File: src/flic_regs.svh
// constants of the four-level interrupt controller: cycle timing, field positions, vectors
`ifndef FLIC_REGS_SVH
`define FLIC_REGS_SVH

// =========================================
// machine cycle timing
`define FLIC_OSC_PER_MC 12
`define FLIC_TICK_WRAP 4'hc
`define FLIC_TICK_SAMPLE 4'h9
`define FLIC_TICK_LAST 4'hb
`define FLIC_STEP_NORMAL 4'h1
`define FLIC_STEP_DOUBLE 4'h2

// =========================================
// enable and priority register fields
`define FLIC_NUM_SRC 6
`define FLIC_EN_GLOBAL 7
`define FLIC_RST_ENABLE 8'h00
`define FLIC_RST_PRIO 8'h00
`define FLIC_PRIO_IMPL_MASK 8'h3f

// =========================================
// source numbers, in polling order
`define FLIC_SRC_EXT0 3'h0
`define FLIC_SRC_TMR0 3'h1
`define FLIC_SRC_EXT1 3'h2
`define FLIC_SRC_TMR1 3'h3
`define FLIC_SRC_SER 3'h4
`define FLIC_SRC_TMR2 3'h5

// =========================================
// software flag write lanes
`define FLIC_FW_EXT0 0
`define FLIC_FW_TMR0 1
`define FLIC_FW_EXT1 2
`define FLIC_FW_TMR1 3

// =========================================
// vector addresses
`define FLIC_VEC_EXT0 16'h0003
`define FLIC_VEC_TMR0 16'h000b
`define FLIC_VEC_EXT1 16'h0013
`define FLIC_VEC_TMR1 16'h001b
`define FLIC_VEC_SER 16'h0023
`define FLIC_VEC_TMR2 16'h002b

`endif

File: src/flic_pkg.sv
// types shared by the four-level interrupt controller
package flic_pkg;
  typedef enum logic [1:0] {
    FLIC_IDLE = 2'b00,
    FLIC_CALL1 = 2'b01,
    FLIC_CALL2 = 2'b11
  } flic_call_e;
  typedef logic [1:0] flic_level_t;
  typedef logic [2:0] flic_src_t;
  typedef logic [3:0] flic_tick_t;
endpackage

File: src/flic_controller.sv
// four-level interrupt controller: flags, sampling, polling, priority and hardware call
//
// Overview of operation
// - each external input selects level or transition trigger by its own bit
// - vectoring clears an external flag only in transition mode; level follows pin
// - timer 0/1 flags set on rollover, cleared when their handler is vectored
// - serial request is receive-done OR transmit-done; hardware never clears them
// - software set or clear of a flag acts exactly like hardware doing it
// - per-source enable bits plus a global enable that masks everything
// - level is high bit then low bit: 00 lowest up to 11 highest
// - only a strictly higher level preempts; level 3 is never preempted
// - among pending requests the higher level is serviced first
// - equal levels: ext0, timer0, ext1, timer1, serial, timer2
// - flags sampled at state 5 phase 2, polled in the next machine cycle
// - call blocked by active equal/higher level, non-final cycle, exit or register write
// - blocked requests are not remembered; each poll uses fresh samples only
// - acknowledge issues a long call with a source-dependent vector
// - handler exit clears the current level's in-progress status
// - a plain subroutine return leaves the in-progress status untouched
// - level mode: low sample raises flag; edge mode: high then low sample
// - the call takes two machine cycles; at least three cycles to handler
// - single-interrupt latency above 3 and below 9 machine cycles
// - a higher request sampled during a call's first cycle is vectored right after it
`timescale 1ns/1ps
`default_nettype none
`include "flic_regs.svh"

module flic_controller (
  input wire logic core_clk,
  input wire logic nrst,
  input wire logic doubleSpeed,
  input wire logic [1:0] extRequestPinN,
  input wire logic [1:0] extTriggerSelect,
  input wire logic timer0Rollover,
  input wire logic timer1Rollover,
  input wire logic timer2OverflowFlag,
  input wire logic timer2ExternalFlag,
  input wire logic receiveDoneFlag,
  input wire logic transmitDoneFlag,
  input wire logic flagWrite,
  input wire logic [3:0] flagWriteMask,
  input wire logic [3:0] flagWriteData,
  input wire logic enableWrite,
  input wire logic [7:0] enableWriteData,
  input wire logic prioLowWrite,
  input wire logic [7:0] prioLowWriteData,
  input wire logic prioHighWrite,
  input wire logic [7:0] prioHighWriteData,
  input wire logic instrFinalCycle,
  input wire logic instrIsHandlerExit,
  output logic machineCycleEnd,
  output logic [1:0] extRequestFlag,
  output logic timer0OverflowFlag,
  output logic timer1OverflowFlag,
  output logic [7:0] interruptEnableReg,
  output logic [7:0] priorityLowBits,
  output logic [7:0] priorityHighBits,
  output logic [3:0] inProgress,
  output logic longCallStart,
  output logic longCallActive,
  output logic [15:0] vectorAddress
);
  import flic_pkg::*;

  // =========================================
  // helpers

  // in double speed one clock covers a whole state, so match on the state only
  function automatic logic atTick(input flic_tick_t t, input flic_tick_t target,
                                  input logic dbl);
    atTick = dbl ? (t[3:1] == target[3:1]) : (t == target);
  endfunction

  // level-major search, fixed order within a level
  function automatic logic [5:0] pickRequest(input logic [5:0] req,
                                             input logic [7:0] hi, input logic [7:0] lo);
    logic found;
    flic_level_t lvl;
    flic_src_t src;
    found = 1'b0;
    lvl = 2'b00;
    src = 3'h0;
    for (int l = 3; l >= 0; l--) begin
      for (int i = `FLIC_NUM_SRC - 1; i >= 0; i--) begin
        if (!found && req[i] && ({hi[i], lo[i]} == 2'(l))) begin
          src = 3'(i);
          lvl = 2'(l);
        end
      end
      if (!found && (lvl == 2'(l)) && req[src] && ({hi[src], lo[src]} == 2'(l))) begin
        found = 1'b1;
      end
    end
    pickRequest = {found, lvl, src};
  endfunction

  function automatic logic [2:0] topLevel(input logic [3:0] act);
    topLevel = 3'b000;
    for (int l = 0; l < 4; l++) begin
      if (act[l]) begin
        topLevel = {1'b1, 2'(l)};
      end
    end
  endfunction

  function automatic logic [15:0] vectorOf(input flic_src_t s);
    case (s)
      `FLIC_SRC_EXT0: vectorOf = `FLIC_VEC_EXT0;
      `FLIC_SRC_TMR0: vectorOf = `FLIC_VEC_TMR0;
      `FLIC_SRC_EXT1: vectorOf = `FLIC_VEC_EXT1;
      `FLIC_SRC_TMR1: vectorOf = `FLIC_VEC_TMR1;
      `FLIC_SRC_SER: vectorOf = `FLIC_VEC_SER;
      `FLIC_SRC_TMR2: vectorOf = `FLIC_VEC_TMR2;
      default: vectorOf = 16'h0000;
    endcase
  endfunction

  // =========================================
  // state
  flic_tick_t tick;
  flic_tick_t next_tick;
  logic [1:0] pinMeta;
  logic [1:0] pinSync;
  logic [1:0] extPinLast;
  logic [1:0] next_extPinLast;
  logic [1:0] next_extRequestFlag;
  logic next_timer0OverflowFlag;
  logic next_timer1OverflowFlag;
  logic [5:0] sampleReg;
  logic [5:0] next_sampleReg;
  logic [5:0] pollReg;
  logic [5:0] next_pollReg;
  logic [7:0] next_interruptEnableReg;
  logic [7:0] next_priorityLowBits;
  logic [7:0] next_priorityHighBits;
  logic writeSeen;
  logic next_writeSeen;
  logic [3:0] next_inProgress;
  flic_call_e callState;
  flic_call_e next_callState;
  logic [15:0] next_vectorAddress;
  logic tickEnd;
  logic tickSample;
  logic [5:0] pending;
  logic [5:0] pick;
  logic [2:0] top;
  logic finalCycle;
  logic exitNow;
  logic writeNow;
  logic instrBlock;
  logic levelBlock;
  logic grant;

  // =========================================
  // machine cycle timing
  always_comb begin
    flic_tick_t step;
    step = doubleSpeed ? `FLIC_STEP_DOUBLE : `FLIC_STEP_NORMAL;
    // compare with >= so an odd tick left by a speed change still wraps
    if ((tick + step) >= `FLIC_TICK_WRAP) begin
      next_tick = 4'h0;
    end else begin
      next_tick = tick + step;
    end
    tickSample = atTick(tick, `FLIC_TICK_SAMPLE, doubleSpeed);
    tickEnd = atTick(tick, `FLIC_TICK_LAST, doubleSpeed);
  end

  // =========================================
  // poll and blocking
  always_comb begin
    writeNow = enableWrite | prioLowWrite | prioHighWrite;
    // fresh samples only: a blocked request must still be set at the next poll
    pending = pollReg & interruptEnableReg[5:0] &
              {6{interruptEnableReg[`FLIC_EN_GLOBAL]}};
    pick = pickRequest(pending, priorityHighBits, priorityLowBits);
    top = topLevel(inProgress);
    // the call's own second cycle counts as the final cycle of an instruction
    case (callState)
      FLIC_CALL1: finalCycle = 1'b0;
      FLIC_CALL2: finalCycle = 1'b1;
      default: finalCycle = instrFinalCycle;
    endcase
    exitNow = (callState == FLIC_IDLE) && instrIsHandlerExit;
    instrBlock = !finalCycle || exitNow || writeSeen || writeNow;
    // an equal level never preempts, so a level 3 handler is never interrupted
    levelBlock = top[2] && (pick[4:3] <= top[1:0]);
    grant = tickEnd && pick[5] && !instrBlock && !levelBlock;
  end

  // =========================================
  // flags and samples
  always_comb begin
    logic [3:0] hwClr;
    logic [1:0] extEdge;
    hwClr = 4'h0;
    extEdge = 2'b00;
    if (grant) begin
      case (pick[2:0])
        `FLIC_SRC_EXT0: hwClr[`FLIC_FW_EXT0] = extTriggerSelect[0];
        `FLIC_SRC_TMR0: hwClr[`FLIC_FW_TMR0] = 1'b1;
        `FLIC_SRC_EXT1: hwClr[`FLIC_FW_EXT1] = extTriggerSelect[1];
        `FLIC_SRC_TMR1: hwClr[`FLIC_FW_TMR1] = 1'b1;
        default: hwClr = 4'h0;
      endcase
    end
    next_extRequestFlag = extRequestFlag;
    next_timer0OverflowFlag = timer0OverflowFlag;
    next_timer1OverflowFlag = timer1OverflowFlag;
    next_extPinLast = extPinLast;
    if (hwClr[`FLIC_FW_EXT0]) next_extRequestFlag[0] = 1'b0;
    if (hwClr[`FLIC_FW_EXT1]) next_extRequestFlag[1] = 1'b0;
    if (hwClr[`FLIC_FW_TMR0]) next_timer0OverflowFlag = 1'b0;
    if (hwClr[`FLIC_FW_TMR1]) next_timer1OverflowFlag = 1'b0;
    if (flagWrite) begin
      if (flagWriteMask[`FLIC_FW_EXT0]) next_extRequestFlag[0] = flagWriteData[`FLIC_FW_EXT0];
      if (flagWriteMask[`FLIC_FW_EXT1]) next_extRequestFlag[1] = flagWriteData[`FLIC_FW_EXT1];
      if (flagWriteMask[`FLIC_FW_TMR0]) next_timer0OverflowFlag = flagWriteData[`FLIC_FW_TMR0];
      if (flagWriteMask[`FLIC_FW_TMR1]) next_timer1OverflowFlag = flagWriteData[`FLIC_FW_TMR1];
    end
    // sets come last so an event is never lost to a clear in the same cycle
    if (timer0Rollover) next_timer0OverflowFlag = 1'b1;
    if (timer1Rollover) next_timer1OverflowFlag = 1'b1;
    if (tickSample) begin
      next_extPinLast = pinSync;
      extEdge = extPinLast & ~pinSync;
      for (int x = 0; x < 2; x++) begin
        // level mode: the pin sample overrides a software write in the same cycle
        if (!extTriggerSelect[x]) begin
          next_extRequestFlag[x] = ~pinSync[x];
        end else if (extEdge[x]) begin
          next_extRequestFlag[x] = 1'b1;
        end
      end
    end
    next_sampleReg = sampleReg;
    if (tickSample) begin
      next_sampleReg = {timer2OverflowFlag | timer2ExternalFlag,
                        receiveDoneFlag | transmitDoneFlag,
                        next_timer1OverflowFlag, next_extRequestFlag[1],
                        next_timer0OverflowFlag, next_extRequestFlag[0]};
    end
    next_pollReg = tickEnd ? sampleReg : pollReg;
  end

  // =========================================
  // enable and priority registers
  always_comb begin
    next_interruptEnableReg = enableWrite ? enableWriteData : interruptEnableReg;
    // unimplemented positions are not stored and read as zero
    next_priorityLowBits = prioLowWrite ? (prioLowWriteData & `FLIC_PRIO_IMPL_MASK)
                                        : priorityLowBits;
    next_priorityHighBits = prioHighWrite ? (prioHighWriteData & `FLIC_PRIO_IMPL_MASK)
                                          : priorityHighBits;
    // a register write holds off polling until its instruction's final cycle ends
    next_writeSeen = writeSeen;
    if (tickEnd && finalCycle) begin
      next_writeSeen = 1'b0;
    end else if (writeNow) begin
      next_writeSeen = 1'b1;
    end
  end

  // =========================================
  // hardware call and in-progress tracking
  always_comb begin
    next_callState = callState;
    next_inProgress = inProgress;
    next_vectorAddress = vectorAddress;
    // a plain return never reaches this block, so its level stays blocked
    if (tickEnd && exitNow && instrFinalCycle && top[2]) begin
      next_inProgress[top[1:0]] = 1'b0;
    end
    // the second call cycle may grant again, so a higher request chains on directly
    if (tickEnd) begin
      case (callState)
        FLIC_CALL1: next_callState = FLIC_CALL2;
        FLIC_CALL2: next_callState = FLIC_IDLE;
        default: next_callState = FLIC_IDLE;
      endcase
    end
    if (grant) begin
      next_callState = FLIC_CALL1;
      next_inProgress[pick[4:3]] = 1'b1;
      next_vectorAddress = vectorOf(pick[2:0]);
    end
  end

  // =========================================
  // pin synchroniser
  // pins idle high, so the flops reset high and no false edge follows reset
  always_ff @(posedge core_clk or negedge nrst) begin
    if (!nrst) begin
      pinMeta <= 2'b11;
      pinSync <= 2'b11;
    end else begin
      pinMeta <= extRequestPinN;
      pinSync <= pinMeta;
    end
  end

  // =========================================
  // registers
  always_ff @(posedge core_clk or negedge nrst) begin
    if (!nrst) begin
      tick <= 4'h0;
      extPinLast <= 2'b11;
      extRequestFlag <= 2'b00;
      timer0OverflowFlag <= 1'b0;
      timer1OverflowFlag <= 1'b0;
      sampleReg <= 6'h00;
      pollReg <= 6'h00;
      interruptEnableReg <= `FLIC_RST_ENABLE;
      priorityLowBits <= `FLIC_RST_PRIO;
      priorityHighBits <= `FLIC_RST_PRIO;
      writeSeen <= 1'b0;
      inProgress <= 4'h0;
      callState <= FLIC_IDLE;
      vectorAddress <= 16'h0000;
      longCallStart <= 1'b0;
      longCallActive <= 1'b0;
      machineCycleEnd <= 1'b0;
    end else begin
      tick <= next_tick;
      extPinLast <= next_extPinLast;
      extRequestFlag <= next_extRequestFlag;
      timer0OverflowFlag <= next_timer0OverflowFlag;
      timer1OverflowFlag <= next_timer1OverflowFlag;
      sampleReg <= next_sampleReg;
      pollReg <= next_pollReg;
      interruptEnableReg <= next_interruptEnableReg;
      priorityLowBits <= next_priorityLowBits;
      priorityHighBits <= next_priorityHighBits;
      writeSeen <= next_writeSeen;
      inProgress <= next_inProgress;
      callState <= next_callState;
      vectorAddress <= next_vectorAddress;
      longCallStart <= grant;
      longCallActive <= (next_callState != FLIC_IDLE);
      machineCycleEnd <= tickEnd;
    end
  end

endmodule

`default_nettype wire

File: config.mk
export PLATFORM = sky130hd
export DESIGN_NAME = flic_controller
export DESIGN_NICKNAME = d
export VERILOG_FILES = /design/src/flic_pkg.sv /design/src/flic_controller.sv
export VERILOG_INCLUDE_DIRS = /design/src
export SDC_FILE = /design/constraint.sdc
export NUM_CORES = 1
export LEC_CHECK = 0
export ABC_AREA = 1
export BUFFER_PORTS_ARGS = -buffer_cell sky130_fd_sc_hd__buf_2
export CORE_UTILIZATION = 52
export CTS_CLUSTER_DIAMETER = 200
export DETAILED_ROUTE_END_ITERATION = 12
export PLACE_DENSITY = 0.83
export SLEW_MARGIN = 10
export SYNTH_ARGS = -nofsm -noshare
export SYNTH_HDL_FRONTEND = slang
export SYNTH_SLANG_ARGS = --single-unit
File: constraint.sdc
create_clock -name core_clk -period 4.7 [get_ports core_clk]
set_input_delay 0.47 -clock core_clk [delete_from_list [all_inputs] [get_ports core_clk]]
set_output_delay 0.47 -clock core_clk [all_outputs]
set_load 0.02 [all_outputs]
==> flow_summary.ini, run 1 <==
[run_status]
outcome = finished, final reports clean

[floorplan]
die_area_um2 = 6880
rows = 29
die_w_um = 82.9
ios = 102
core_um2 = 6350
die_h_um = 82.9
start_util = 0.537

[detailed_routing]
drcViolationCount = 0
ant_nets = 0
dr.pass1.iters = 4
avgViaCountPerCell = 5.02
wire_per_inst_um = 12.9
drt_iter0_drc = 127
wirelength_um = 7480
vias = 2904

[global_route]
grt_overflow = 0
grt_max_degree = 61
antenna_found_initial = 0
grt_pass1_wl_um = 12600
grt_usage = 0.232
grt_pass1_vias = 2850

[timing]
finalSetupViolCount = 0
slew_violations = 0
timing.fmax_ghz = 0.267
tightest_slew_ns = 0.828
setup_tns_ns = 0
rsz0062_at_grt = no
slew_headroom = 0.446
finalHoldViolCount = 0
timing.final.crit_share = 0.796
finalWorstSetupSlack_ns = 0.957
fin_crit_ns = 3.74
finClkSkew_ns = 0.0101

[clocking]
root_buffer = clkbuf_8
clk_path_buf_depth = 2
clkLatencyLatePin_ns = 0.35
cts_sinks = 60
htree_levels = 3
cts_buffers = 9
cts_setup_buffers = 0
cts_tree = built
ctsResizeCount = 0
cts_hold_buf = 0
cts.clk_slew.worst_paths_ns = 0.08

[synthesis]
synth_seq_area_share = 0.443
syn_area_per_cell_um2 = 8.31
synth_cell_types = 42
yosysWarnings = 0
syn_area_um2 = 3410
async_flop_share = 1.00
synth_top_flop_cell = dfrtp_1
synth_seq_cells = 60
synth-edff-count = 0
netlist_instances = 410

[power_and_ir_drop]
p_leak_nw = 2.18
cellPowerDensity_nw_per_um2 = 431
finalPower_mw = 1.74
peakVddDrop_v = 0.000282

[min_path]
hp-class = input pin to register

[flow_run]
drv_cap = 0

[cells_and_area]
layout_commonest_cell = nand2_1
drive_gt1_frac = 0.319
postLayoutCoreUtil = 0.637
final_cell_mix = 98 x nand2_1, 82 x buf_2, 61 x inv_1
diodes = 0
num-nets-final = 553
area_delta_synth_final_pct = 18.7

[worst_setup_path]
required_ns = 4.91
cp_cell_sequence = nand3_2 > nor2_2 > nand2_2 > nand2_2 > nor2_4 > nand3_1 > nand2_2 > nor2_4 > nand2_4 > clkinv_8 > o41ai_4 > nand2_1 > nor4_1 > ha_1 > nand2_1 > o21ai_0 > nand2_1 > inv_1 > nor4_1 > nand2_4 > o21ai_2 > nand3b_2 > nand2_1 > o21ai_2
critPathArrivalTime_ns = 3.95
critical-path-top-delay-family = simple AND/OR/NAND/NOR gates
path_buf_inv = 2
critical_path_class = register to register
crit_fanout = 9
cp_common_cell = nand2_1
startpoint_type = register
cp-end-kind = register
slowest_stage = dfrtp_1
worst_path_largest_cell_delay_ns = 0.44

[place]
gp_congestion = 0.829
hpwl_um = 5880
place_ws_ns = 0.933
port_buffers = 82
## power breakdown
part	leakage (nW)	internal [mW]	switching, mW
Combinational	1.36	0.196	0.362
Clock	0.106	0.274	0.214
Sequential	0.720	0.635	0.0629
## final cells by class
type                    instances  area, um2
fillers                       554       2300
well taps                      77       96.3
repair buffers                 83        418
clock inverters                 5       60.1
clock buffers                  11        151
multi-input cells             275       1540
inverters                      68        268
flip-flops and latches         60       1510
## worst register-to-register path, delay by kind of cell (launching register included)
kind	cells	cell delay, ns
adders and majority gates	1	0.29
and+or+nand+nor	17	2.35
DFF	1	0.44
buffers and inverters	2	0.13
AOI/OAI and AO/OA	4	0.38
## cells in the mapped netlist (all sizes together), types with 6 or more instances
| cell | instances | area [um2] |
|---|---|---|
| mux2 | 8 | 90.1 |
| a21oi | 7 | 35.0 |
| dfstp | 6 | 158 |
| nand3 | 23 | 148 |
| nor3 | 10 | 66.3 |
| dfrtp | 54 | 1350 |
| nand2 | 109 | 452 |
| nor2 | 30 | 158 |
| buf | 17 | 125 |
| inv | 67 | 251 |
| o21ai | 44 | 261 |
## logic make-up (layout without fill, tap and decap cells)
logic type	after synthesis	count (layout)	synth area share
and+or+nand+nor	184	184	0.267
buffers and inverters	89	167	0.120
AOI/OAI and AO/OA	61	61	0.118
DFF	60	60	0.443
muxes	8	8	0.0264
adders and majority gates	5	5	0.0206
xor gates and xnor gates	2	2	0.00514
other	1	15	0.00110
## state kept, by name, indices dropped and copies added, names as in the netlist, 2 cells and up
signal,flops
callState,2
extPinLast,2
extRequestFlag,2
inProgress,4
interruptEnableReg,8
pinMeta,2
pinSync,2
pollReg,6
priorityHighBits,6
priorityLowBits,6
sampleReg,6
tick,4
vectorAddress,4
## through the flow
step	hold WS [ns]	cell area, um2	instances
floorplan	0.174	3460	424
global placement	0.346	3830	563
detailed placement	0.347	3830	563
CTS	0.204	4050	579
global route	0.198	4050	579
finish	0.218	4050	579
## routing by layer
layer	vias up	global-route usage	routed length (um)
met4	0	0.0815	110
met2	78	0.420	3950
li1	1441	-	-
met5	-	0	0
met1	1372	0.264	3080
met3	13	0.0606	335
## worst paths after layout
path                                        from                  end  slack (ns)  cells past startpoint
max                        interruptEnableReg[7]         sampleReg[1]        0.96                     24
min                            extRequestPinN[0]           pinMeta[0]        0.22                      1
min reg2reg                           pinMeta[0]           pinSync[0]        0.36                      0
max in group asynchronous                   nrst              tick[3]        3.93                      2
max reg2reg                interruptEnableReg[7]         sampleReg[1]        0.96                     24
min in group asynchronous                   nrst  priorityHighBits[5]        0.27                      2
Note: power is estimated with default switching activity, not from simulation.
==> inputs of run 2 (changes only) <==
--- a/config.mk
+++ b/config.mk
@@ -8,10 +8,10 @@
 export LEC_CHECK = 0
 export ABC_AREA = 1
 export BUFFER_PORTS_ARGS = -buffer_cell sky130_fd_sc_hd__buf_2
-export CORE_UTILIZATION = 52
+export CORE_UTILIZATION = 47
 export CTS_CLUSTER_DIAMETER = 200
 export DETAILED_ROUTE_END_ITERATION = 12
-export PLACE_DENSITY = 0.83
+export PLACE_DENSITY = 0.8
 export SLEW_MARGIN = 10
 export SYNTH_ARGS = -nofsm -noshare
 export SYNTH_HDL_FRONTEND = slang
==> constraint.sdc (replaced) <==
create_clock -name core_clk -period 3.15 [get_ports core_clk]
set_input_delay 0.315 -clock core_clk [delete_from_list [all_inputs] [get_ports core_clk]]
set_output_delay 0.315 -clock core_clk [all_outputs]
set_load 0.02 [all_outputs]
==> run 2 against run 1 <==
- wire length increased by 15%
- combinational power increased by 87%
- hold slack got worse by 0.14 ns
- flip-flop and latch count unchanged
- clock-buffer cell count increased by 1
- worst setup slack got worse by 0.91 ns
- critical endpoint is now longCallActive
- power increased by 68%
==> flow_summary.ini, run 2 (synthesis gave the netlist of run 1 again) <==
[worst_setup_path]
required_ns = 3.37
critical_path_class = register to register
cp-end-kind = register
crit_fanout = 8
critPathArrivalTime_ns = 3.33
startpoint_type = register

[timing]
slew_violations = 0
setup_tns_ns = 0
slew_headroom = 0.595
rsz0062_at_grt = yes
tightest_slew_ns = 0.608
finalSetupViolCount = 0
timing.final.crit_share = 0.986
fin_crit_ns = 3.11
finClkSkew_ns = 0.0111
finalHoldViolCount = 0
whs_ns = 0.0761
timing.fmax_ghz = 0.322

[floorplan]
core_um2 = 6910
start_util = 0.493
die_h_um = 87.1
ios = 102
rows = 30
die_w_um = 87.1
die_area_um2 = 7590

[power_and_ir_drop]
power.share.sequential = 0.357
sw_frac_of_total = 0.349
cellPowerDensity_nw_per_um2 = 630
p_leak_nw = 2.46
power_frac_comb = 0.354
p_int_mw = 1.91
power_switching_mw = 1.03
clockPowerShare = 0.290
finalPower_mw = 2.94
peakVddDrop_v = 0.000369

[detailed_routing]
wirelength_um = 8590
vias = 3167
wire_per_inst_um = 13.3
drt_iter0_drc = 153
ant_nets = 0
dr.pass1.iters = 5
avgViaCountPerCell = 4.89
drcViolationCount = 0

[cells_and_area]
fillers = 552
instances_no_fill = 648
num-nets-final = 603
final_area_um2 = 4660
diodes = 0
layout_commonest_cell = nand2_1
final_cell_mix = 88 x nand2_1, 82 x buf_2, 59 x inv_1
drive_gt1_frac = 0.422
largest_reg_flops = 8
multi_input_area_um2 = 1710
area_delta_synth_final_pct = 36.8
ff_latch_area_um2 = 1510
top_register = interruptEnableReg

[clocking]
clkLatencyLatePin_ns = 0.34
cts.clk_slew.worst_paths_ns = 0.07
cts_tree = built
cts_buffers = 9
htree_levels = 3
clk_path_buf_depth = 2
cts_sinks = 60
root_buffer = clkbuf_8

[place]
place_inst = 619
port_buffers = 82
hpwl_um = 6300
gp_congestion = 0.926
post_dp_cell_area_um2 = 4150

[run_status]
outcome = finished, final reports clean

[global_route]
grt_pass1_wl_um = 14000
grt_max_degree = 29
grt_usage = 0.241
grt_overflow = 0
antenna_found_initial = 0
grt_pass1_vias = 3090

[flow_run]
drv_cap = 0

[min_path]
hp-class = input pin to register
-- run 2: cell count changes in the layout (fill, tap and decap cells not counted), moves of 3 or more --
cell and delta:
nand2_1 -10, nand3_1 -4, nor4_1 -3, o21ai_2 +3, buf_4 +47, o21ai_1 +3
o21ai_0 -7, nand2_2 +8
-- run 2: layout make-up --
type | count | area share
Clock buffer | 12 | 0.0311
Multi-Input combinational cell | 275 | 0.366
Timing Repair Buffer | 133 | 0.173
Clock inverter | 4 | 0.0209
Sequential cell | 60 | 0.324
Tap cell | 96 | 0.0258
Inverter | 68 | 0.0585
-- run 2: final timing paths --
path,start,endpoint,slack (ns),cells after the start
worst min-delay path,extRequestPinN[1],pinMeta[1],0.08,1
worst min register to register,pinMeta[1],pinSync[1],0.36,0
worst max-delay path,interruptEnableReg[7],longCallActive,0.04,23
min in group asynchronous,nrst,extRequestFlag[1],0.53,2
worst max register to register,interruptEnableReg[7],longCallActive,0.04,23
max in group asynchronous,nrst,vectorAddress[1],1.95,3
-- run 2: critical path: stages, from the launching register on --
cell and delay [ns]:
dfrtp_2 0.47, inv_4 0.12, nor2_4 0.05, nand2_2 0.10
nand2_4 0.09, nor2_4 0.13, nand3_2 0.10, nand2_2 0.11
nor2_4 0.05, nand2_4 0.09, clkinv_8 0.06, o41ai_4 0.05
buf_4 0.17, nand3_4 0.11, nor2_2 0.14, inv_1 0.10
nand2_2 0.11, o2111ai_1 0.13, nand2_1 0.14, nand3_4 0.11
nand2_4 0.13, buf_8 0.14, o21ai_2 0.06, or2_1 0.20
-- run 2: per-layer routing --
| layer | up-vias | routed length [um] | track usage |
|---|---|---|---|
| met4 | 0 | 107 | 0.0715 |
| met1 | 1520 | 3570 | 0.296 |
| met5 | - | 0 | 0 |
| met2 | 89 | 4550 | 0.431 |
| met3 | 11 | 360 | 0.0445 |
| li1 | 1547 | - | - |
-- run 2: power by group through the flow --
stage	Clock [mW]	Combinational, mW	Sequential, mW
floorplan	0	0.591	1.09
global placement	0	0.872	1.04
detailed placement	0	0.903	1.05
CTS	0.866	0.937	1.04
global route	0.894	1.16	1.06
finish	0.851	1.04	1.05
-- run 2: timing repair --
item,4_1_cts,5_1_grt
pin swaps,19,6
setup endpoints to repair,16,19
buffers inserted,6,7
hold buffers,1,0
endpoints found under the hold margin,20,0
resized for setup,16,30
-- run 2: per-stage QoR --
step                setup WS [ns]  utilization
CTS                        0.0184        0.654
detailed placement         -0.108        0.601
global placement           -0.115        0.601
global route               -0.217        0.675
floorplan                  0.0365            -
finish                     0.0432        0.675
